File: src/logic/rfs_regs.vh
// Purpose: register offsets, field positions and reset values of the reference input selector
// Assumes: register index equals the byte address on the plain register port
// Notes:   definitions only
`ifndef RFS_REGS_VH
`define RFS_REGS_VH

`define RFS_ADDR_W          6
`define RFS_DATA_W          16

`define RFS_OFS_ZDM         6'h00
`define RFS_OFS_MUX         6'h02
`define RFS_OFS_BUF         6'h18
`define RFS_OFS_RDIV        6'h19
`define RFS_OFS_BYPASS      6'h3E
`define RFS_OFS_STATUS      6'h3F

`define RFS_ZERO_DELAY_ENABLE_BIT      8
`define RFS_ZDM_FBSEL_BIT   10
`define RFS_MUX_LSB         0
`define RFS_MUX_MSB         1
`define RFS_SECBUF_LSB      0
`define RFS_SECBUF_MSB      1
`define RFS_DRIVE_LSB       2
`define RFS_DRIVE_MSB       5
`define RFS_LOAD_LSB        8
`define RFS_LOAD_MSB        12
`define RFS_PRIBUF_BIT      15
`define RFS_RDIV_LSB        0
`define RFS_RDIV_MSB        7
`define RFS_BYP_EN_BIT      0
`define RFS_BYP_SRC_BIT     1

`define RFS_MASK_ZDM        16'h0500
`define RFS_MASK_MUX        16'h0003
`define RFS_MASK_BUF        16'h9F3F
`define RFS_MASK_RDIV       16'h00FF
`define RFS_MASK_BYPASS     16'h0003

`define RFS_RST_ZDM         16'h0000
`define RFS_RST_MUX         16'h0000
`define RFS_RST_BUF         16'h0000
`define RFS_RST_RDIV        16'h0001
`define RFS_RST_BYPASS      16'h0000

`define RFS_MUX_FORCE_SEC   2'h2
`define RFS_MUX_FORCE_PRI   2'h3
`define RFS_SECBUF_XO       2'h0
`define RFS_SECBUF_CMOS     2'h1

`endif

File: src/logic/rfs_ref_divider.v
// Purpose: reference divider and doubler acting on a sampled reference level
// Assumes: ref_level is already synchronised to clock
// Notes:   pfd_tick marks one phase-detector period; pfd_level toggles per tick
`timescale 1ns/1ps
module rfs_ref_divider #(
  parameter DIV_W = 8
) (
  input  wire             clock,
  input  wire             rst_n,
  input  wire             ref_level,
  input  wire [DIV_W-1:0] div_value,
  output reg              pfd_tick,
  output reg              pfd_level
);
  reg             prev_reg;
  reg [DIV_W-1:0] count_reg;
  wire            rise;
  wire            fall;
  wire            doubler;

  assign rise    = ref_level & ~prev_reg;
  assign fall    = ~ref_level & prev_reg;
  assign doubler = (div_value == {DIV_W{1'b0}});

  always @(posedge clock) begin
    if (!rst_n) begin
      prev_reg  <= 1'b0;
      count_reg <= {DIV_W{1'b0}};
      pfd_tick  <= 1'b0;
      pfd_level <= 1'b0;
    end else begin
      prev_reg <= ref_level;
      pfd_tick <= 1'b0;
      if (doubler) begin
        // zero setting: every input edge is a phase-detector event, twice the input rate
        count_reg <= {DIV_W{1'b0}};
        if (rise | fall) begin
          pfd_tick  <= 1'b1;
          pfd_level <= ~pfd_level;
        end
      end else if (rise) begin
        if (count_reg >= div_value - {{(DIV_W-1){1'b0}}, 1'b1}) begin
          count_reg <= {DIV_W{1'b0}};
          pfd_tick  <= 1'b1;
          pfd_level <= ~pfd_level;
        end else begin
          count_reg <= count_reg + {{(DIV_W-1){1'b0}}, 1'b1};
        end
      end
    end
  end
endmodule

File: src/logic/rfs_ref_select.v
// Purpose: reference input front end: input mux, buffer modes, divider, bypass, zero delay
// Assumes: register port on clock; pins and reference levels are asynchronous
// Notes:   every output is registered; route_primary follows a write one edge after the other outputs
`timescale 1ns/1ps
`include "rfs_regs.vh"

// What this block does
// - with pin control, low pin routes secondary input, high routes primary.
// - override 0 or 1 follows pin; 2 forces secondary; 3 forces primary.
// - secondary buffer 0 crystal, 1 single-ended CMOS, 2 or 3 differential.
// - primary buffer 0 single-ended CMOS, 1 differential.
// - differential mode engages pin bias; crystal or CMOS disengages it.
// - reference divider divides; zero engages the doubler at twice input rate.
// - five-bit field sets crystal load capacitor array, up to nine picofarads.
// - four-bit field sets crystal oscillator drive strength.
// - bypass to outputs selects raw input clock or phase-detector clock.
// - zero-delay enable makes primary input the phase-detector reference.
// - in zero delay, feedback select 1 uses secondary input, 0 channel two.
// - zero delay, once enabled, acquires lock by itself when dividers are lockable.
module rfs_ref_select #(
  parameter DIV_W = 8
) (
  input  wire                   clock,
  input  wire                   rst_n,
  input  wire [`RFS_ADDR_W-1:0] reg_addr,
  input  wire [`RFS_DATA_W-1:0] reg_wdata,
  input  wire                   reg_write,
  input  wire                   reg_read,
  output reg  [`RFS_DATA_W-1:0] reg_rdata,
  input  wire                   ref_select_pin,
  input  wire                   primary_input,
  input  wire                   secondary_input,
  input  wire                   dividers_lockable,
  output reg                    crystal_oscillator_enable,
  output reg                    secondary_cmos_enable,
  output reg                    secondary_diff_enable,
  output reg                    secondary_bias_enable,
  output reg                    primary_cmos_enable,
  output reg                    primary_diff_enable,
  output reg                    primary_bias_enable,
  output reg  [4:0]             crystal_load_cap,
  output reg  [3:0]             crystal_drive,
  output reg                    route_primary,
  output reg                    feedback_from_secondary,
  output reg                    feedback_from_channel2,
  output reg                    doubler_enable,
  output reg                    pll_acquire,
  output reg                    pfd_tick,
  output reg                    pfd_clock,
  output reg                    bypass_enable,
  output reg                    bypass_clock
);
  reg  [`RFS_DATA_W-1:0] zdm_reg;
  reg  [`RFS_DATA_W-1:0] mux_reg;
  reg  [`RFS_DATA_W-1:0] buf_reg;
  reg  [`RFS_DATA_W-1:0] rdiv_reg;
  reg  [`RFS_DATA_W-1:0] bypass_reg;
  reg  [`RFS_DATA_W-1:0] rdata_next;

  // two-stage synchronisers: stage one feeds only stage two
  reg  [2:0]             sync1_reg;
  reg  [2:0]             sync2_reg;
  wire                   pin_level;
  wire                   pri_level;
  wire                   sec_level;

  wire [1:0]             mux_override;
  wire [1:0]             secondary_buffer_type;
  wire                   primary_buffer_type;
  wire                   zero_delay_enable;
  wire                   zero_delay_feedback_select;
  wire [DIV_W-1:0]       reference_divider;
  reg                    choose_primary;
  reg                    choose_primary_reg;
  wire                   sel_level;
  reg                    sel_level_reg;
  wire                   div_tick;
  wire                   div_level;

  function [`RFS_DATA_W-1:0] masked;
    input [`RFS_DATA_W-1:0] value;
    input [`RFS_DATA_W-1:0] mask;
    begin
      masked = value & mask;
    end
  endfunction

  function is_diff_sec;
    input [1:0] mode;
    begin
      is_diff_sec = mode[1];
    end
  endfunction

  // register writes: whole fields land in one edge
  always @(posedge clock) begin
    if (!rst_n) begin
      zdm_reg    <= `RFS_RST_ZDM;
      mux_reg    <= `RFS_RST_MUX;
      buf_reg    <= `RFS_RST_BUF;
      rdiv_reg   <= `RFS_RST_RDIV;
      bypass_reg <= `RFS_RST_BYPASS;
    end else if (reg_write) begin
      case (reg_addr)
        `RFS_OFS_ZDM: begin
          zdm_reg <= masked(reg_wdata, `RFS_MASK_ZDM);
        end
        `RFS_OFS_MUX: begin
          mux_reg <= masked(reg_wdata, `RFS_MASK_MUX);
        end
        `RFS_OFS_BUF: begin
          buf_reg <= masked(reg_wdata, `RFS_MASK_BUF);
        end
        `RFS_OFS_RDIV: begin
          rdiv_reg <= masked(reg_wdata, `RFS_MASK_RDIV);
        end
        `RFS_OFS_BYPASS: begin
          bypass_reg <= masked(reg_wdata, `RFS_MASK_BYPASS);
        end
        default: begin
          zdm_reg <= zdm_reg;
        end
      endcase
    end
  end

  always @(posedge clock) begin
    if (!rst_n) begin
      sync1_reg <= 3'h0;
      sync2_reg <= 3'h0;
    end else begin
      sync1_reg <= {secondary_input, primary_input, ref_select_pin};
      sync2_reg <= sync1_reg;
    end
  end

  assign pin_level = sync2_reg[0];
  assign pri_level = sync2_reg[1];
  assign sec_level = sync2_reg[2];

  assign mux_override               = mux_reg[`RFS_MUX_MSB:`RFS_MUX_LSB];
  assign secondary_buffer_type      = buf_reg[`RFS_SECBUF_MSB:`RFS_SECBUF_LSB];
  assign primary_buffer_type        = buf_reg[`RFS_PRIBUF_BIT];
  assign zero_delay_enable          = zdm_reg[`RFS_ZERO_DELAY_ENABLE_BIT];
  assign zero_delay_feedback_select = zdm_reg[`RFS_ZDM_FBSEL_BIT];
  assign reference_divider          = rdiv_reg[DIV_W-1:0];

  // reference choice for the phase detector
  always @* begin
    if (zero_delay_enable) begin
      choose_primary = 1'b1;
    end else begin
      case (mux_override)
        `RFS_MUX_FORCE_SEC: choose_primary = 1'b0;
        `RFS_MUX_FORCE_PRI: choose_primary = 1'b1;
        default:            choose_primary = pin_level;
      endcase
    end
  end

  assign sel_level = choose_primary_reg ? pri_level : sec_level;

  always @(posedge clock) begin
    if (!rst_n) begin
      choose_primary_reg <= 1'b0;
      sel_level_reg      <= 1'b0;
    end else begin
      choose_primary_reg <= choose_primary;
      sel_level_reg      <= sel_level;
    end
  end

  rfs_ref_divider #(
    .DIV_W (DIV_W)
  ) u_divider (
    .clock     (clock),
    .rst_n     (rst_n),
    .ref_level (sel_level),
    .div_value (reference_divider),
    .pfd_tick  (div_tick),
    .pfd_level (div_level)
  );

  // buffer, crystal and routing outputs, all registered from the committed fields
  always @(posedge clock) begin
    if (!rst_n) begin
      crystal_oscillator_enable <= 1'b1;
      secondary_cmos_enable     <= 1'b0;
      secondary_diff_enable     <= 1'b0;
      secondary_bias_enable     <= 1'b0;
      primary_cmos_enable       <= 1'b1;
      primary_diff_enable       <= 1'b0;
      primary_bias_enable       <= 1'b0;
      crystal_load_cap          <= 5'h00;
      crystal_drive             <= 4'h0;
      route_primary             <= 1'b0;
      feedback_from_secondary   <= 1'b0;
      feedback_from_channel2    <= 1'b0;
      doubler_enable            <= 1'b0;
      pll_acquire               <= 1'b0;
      pfd_tick                  <= 1'b0;
      pfd_clock                 <= 1'b0;
      bypass_enable             <= 1'b0;
      bypass_clock              <= 1'b0;
    end else begin
      crystal_oscillator_enable <= (secondary_buffer_type == `RFS_SECBUF_XO);
      secondary_cmos_enable     <= (secondary_buffer_type == `RFS_SECBUF_CMOS);
      secondary_diff_enable     <= is_diff_sec(secondary_buffer_type);
      secondary_bias_enable     <= is_diff_sec(secondary_buffer_type);
      primary_cmos_enable       <= ~primary_buffer_type;
      primary_diff_enable       <= primary_buffer_type;
      primary_bias_enable       <= primary_buffer_type;
      crystal_load_cap          <= buf_reg[`RFS_LOAD_MSB:`RFS_LOAD_LSB];
      crystal_drive             <= buf_reg[`RFS_DRIVE_MSB:`RFS_DRIVE_LSB];
      route_primary             <= choose_primary_reg;
      // external feedback rides on the secondary pins
      feedback_from_secondary   <= zero_delay_enable & zero_delay_feedback_select;
      // internal path needs channel two kept powered by software
      feedback_from_channel2    <= zero_delay_enable & ~zero_delay_feedback_select;
      doubler_enable            <= (reference_divider == {DIV_W{1'b0}});
      // no software kick: lock is acquired once the dividers are lockable
      pll_acquire               <= zero_delay_enable & dividers_lockable;
      pfd_tick                  <= div_tick;
      pfd_clock                 <= div_level;
      bypass_enable             <= bypass_reg[`RFS_BYP_EN_BIT];
      if (bypass_reg[`RFS_BYP_EN_BIT]) begin
        bypass_clock <= bypass_reg[`RFS_BYP_SRC_BIT] ? div_level : sel_level_reg;
      end else begin
        bypass_clock <= 1'b0;
      end
    end
  end

  // read path: data in the cycle after the strobe only, unmapped reads zero
  always @* begin
    case (reg_addr)
      `RFS_OFS_ZDM:    rdata_next = zdm_reg;
      `RFS_OFS_MUX:    rdata_next = mux_reg;
      `RFS_OFS_BUF:    rdata_next = buf_reg;
      `RFS_OFS_RDIV:   rdata_next = rdiv_reg;
      `RFS_OFS_BYPASS: rdata_next = bypass_reg;
      `RFS_OFS_STATUS: rdata_next = {9'h000, sel_level_reg, div_level, pll_acquire,
                                     doubler_enable, feedback_from_secondary,
                                     choose_primary_reg, pin_level};
      default:         rdata_next = 16'h0000;
    endcase
  end

  always @(posedge clock) begin
    if (!rst_n) begin
      reg_rdata <= 16'h0000;
    end else if (reg_read) begin
      reg_rdata <= rdata_next;
    end else begin
      reg_rdata <= 16'h0000;
    end
  end
endmodule

File: config.mk
export PLATFORM = sky130hd
export DESIGN_NAME = rfs_ref_select
export DESIGN_NICKNAME = d
export VERILOG_FILES = /design/src/logic/rfs_ref_divider.v /design/src/logic/rfs_ref_select.v
export VERILOG_INCLUDE_DIRS = /design/src /design/src/logic
export SDC_FILE = /design/constraint.sdc
export NUM_CORES = 1
export LEC_CHECK = 0
export BUFFER_PORTS_ARGS = -buffer_cell sky130_fd_sc_hd__buf_4
export CORE_MARGIN = 3
export CORE_UTILIZATION = 58
export DETAILED_ROUTE_END_ITERATION = 10
export GPL_ROUTABILITY_DRIVEN = 0
export PLACE_DENSITY = 0.84
export SLEW_MARGIN = 25
export SYNTH_ARGS = -nofsm -noshare
export SYNTH_HDL_FRONTEND = slang
export SYNTH_HIERARCHICAL = 1
export SYNTH_SLANG_ARGS = --single-unit
File: constraint.sdc
create_clock -name clock -period 3.07 [get_ports clock]
set_input_delay 0.307 -clock clock [delete_from_list [all_inputs] [get_ports clock]]
set_output_delay 0.307 -clock clock [all_outputs]
set_load 0.02 [all_outputs]
==> metrics.txt <==
outcome=finished, final reports clean; post-synth top area share=around 48%; post_cts resized=0; worst reg-to-reg setup slack=0.57 ns; Placed Instances=450; Die ar.=just under 7000 um2; CTS tree=built; main flop type after synthesis=dfxtp_1; cell taking the most area after synthesis=dfxtp_1; f_max=between 0.3 and 0.4 GHz; peak supply drop=approximately 0.32 mV; drt via density=5.53; min Tclk post-route=~2.5 ns; Global Route met3 Usage=about 6.3%; 1st-pass router iterations=4; Die Y-Extent=83.0 um; post-route ant nets=0; critical path arrival=2.79 ns; Clock Latency Late Sink=approximately 0.35 ns; Die X=83.0 um; DP Wirelength=between 4 and 5 mm; Post-CTS Hold Fix Bufs=0; Starting Density=roughly 61%; largest net degree at the start of global routing=63; Max-slew headroom=approximately 42%; CP startpoint kind=flop; Mean Syn Cell Area=10.5 um2; Max clock buf depth=2; Area contributors post-synth=dfxtp_1 (48%), mux2i_1 (7.0%), and2_1 (4.6%); Total GRT Usage=between 20% and 30%; io pins=slightly above 70; Synth cell types=50; Synth top cells by count=dfxtp_1 (82), and2_1 (25), mux2i_1 (24); setup ws final=0.566 ns; antenna diode count=0; clock skew=a little over 0.009 ns; first-pass GRT wire length=around 12 mm; clk sinks=between 80 and 90; final hold violation count=0; kind of end point of the critical path=flop; RSZ-0062 raised after global routing=false; PwrDens=roughly 490 nW/um2; H-tree depth=3; Mapped Cells=327; slowest stage cell, crit path=o21a_1; Routed WL per cell=between 15 and 20 um; sequential-to-total area share from yosys stat=a little under half; total power=around 2000 uW; number of flops mapped to enable cells by yosys=0; LEAKAGE=between 0.0015 and 0.002 uW; setup TNS=0 ns; # DRC=0; Cell Area, Synth=around 3400 um2; Final Cycle Share=between 80% and 90%; initial DRC count=between 100 and 150; Finished Layout Cells=466; proportion of layout cells with a drive suffix above 1=approximately a quarter; crit-path leading delay family=compound AO/OA/AOI/OAI gates; WS Path Type=reg2reg; vias=roughly 2600; global routing's busiest layer=met2; Req. time, crit path=around 3.4 ns; final setup fails=0; Slew Limit Fails=0; number of global-route vias before repair=between 2000 and 2500; final WL=~7.3 mm; gr ovfl total=0; post-synthesis register bit count=between 80 and 90; core area=between 5000 and 6000 um2; Hold WC Path Type=in2reg; FFs w/ async S/R, synth=0%; CP most frequent cell=ha_1; row count=27; critical path peak fanout=10; met2 usage=a little over a third; count leader, synth=dfxtp_1; Place WS=0.607 ns; Worst-Margin Slew=about 0.87 ns; Post-CTS Setup Inserts=0; Port Buf Inserts=between 60 and 70; root buffer cell=clkbuf_8; crit path cell chain=inv_1 > ha_1 > nand2b_1 > nor4_1 > xnor2_1 > ha_1 > nand3_1 > nor2_1 > o21a_1 > o221a_1; max reg flops=14; CP Buf/Inv Count=1; Clk pin slew, worst setup/hold paths=around 0.08 ns; Area Overhead vs Synth=20.9%; CP max stage delay=0.48 ns; Ys Warns=6; nets=around 430; fill count=406; Max-cap violations=0; grt met1 use=26.5%; cts bufs inserted=9; antenna violations before repair=0
==> final timing paths <==
kind	from	to	cells after the start
worst min-delay path	ref_select_pin	sync1_reg[0]$_SDFF_PN0_	2
worst max register to register	rdiv_reg[0]$_SDFFE_PN1P_	u_divider/pfd_tick$_SDFF_PN0_	10
worst min register to register	sync1_reg[1]$_SDFF_PN0_	sync2_reg[1]$_SDFF_PN0_	1
worst max-delay path	rdiv_reg[0]$_SDFFE_PN1P_	u_divider/pfd_tick$_SDFF_PN0_	10
==> per-layer routing <==
metal | routed length, um | up-vias | share of wire [%]
met5 | 0 | - | 0
met4 | 106 | 0 | 1.5
met3 | 471 | 11 | 6.5
met2 | 3580 | 87 | 49
met1 | 3110 | 1206 | 43
li1 | - | 1271 | -
==> through the flow <==
stage / hold slack, ns / instance area, um2 / utilization (%)
2_1_floorplan: 0.412 / 3440 / -
3_3_place_gp: 0.414 / 3930 / 70.0
3_5_place_dp: 0.419 / 3930 / 70.0
4_1_cts: 0.149 / 4150 / 74.1
5_1_grt: 0.149 / 4150 / 74.1
6_report: 0.166 / 4150 / 74.1
==> cell families (layout without fill, tap and decap cells) <==
family,after synthesis,in the layout,share of synthesized area (%)
flip-flops,82,82,47.8
AO/OA/AOI/OAI,35,35,7.64
multiplexers,28,28,8.30
AND/OR/NAND/NOR,129,129,24.4
XOR/XNOR,13,13,3.31
adder cells (fa/ha/maj),12,12,4.37
other,1,2,0.109
buffers and inverters,27,93,4.11
==> cell usage in the layout (no fill, tap or decap), drive strengths merged, types with 2 or more instances in the layout <==
| cell type | count |
|---|---|
| a21boi | 4 |
| a21oi | 6 |
| a222oi | 4 |
| a22oi | 7 |
| a311oi | 2 |
| and2 | 26 |
| and3 | 9 |
| buf | 66 |
| bufinv | 2 |
| clkbuf | 10 |
| clkinv | 3 |
| conb | 2 |
| dfxtp | 82 |
| ha | 12 |
| inv | 11 |
| mux2 | 4 |
| mux2i | 24 |
| nand2 | 13 |
| nand3 | 11 |
| nand3b | 2 |
| nand4 | 4 |
| nor2 | 16 |
| nor2b | 23 |
| nor3 | 3 |
| nor4 | 14 |
| o211ai | 3 |
| o21a | 3 |
| o21ai | 2 |
| xnor2 | 8 |
| xor2 | 5 |
==> cell type report <==
cell class / instances / area [um2] / share of cell area, %
Inverter: 11 / 41.3 / 0.994
Clock inverter: 6 / 90.1 / 2.17
Timing Repair Buffer: 66 / 495 / 11.9
Sequential cell: 82 / 1640 / 39.5
Multi-Input combinational cell: 219 / 1660 / 39.9
Clock buffer: 10 / 138 / 3.31
Tap cell: 72 / 90.1 / 2.17
==> report_power, final <==
| group | total (uW) | switching [uW] | internal (uW) |
|---|---|---|---|
| Sequential | 1080 | 7.54 | 1070 |
| Clock | 863 | 382 | 481 |
| Combinational | 107 | 56.9 | 49.9 |
| Total | 2050 | 447 | 1600 |
==> worst reg2reg max path: stages, from the launching register on <==
cell      delay, ns
dfxtp_1        0.35
inv_1          0.11
ha_1           0.20
nand2b_1       0.11
nor4_1         0.24
xnor2_1        0.11
ha_1           0.28
nand3_1        0.11
nor2_1         0.18
o21a_1         0.48
o221a_1        0.26
Note: power is estimated with default switching activity, not from simulation.
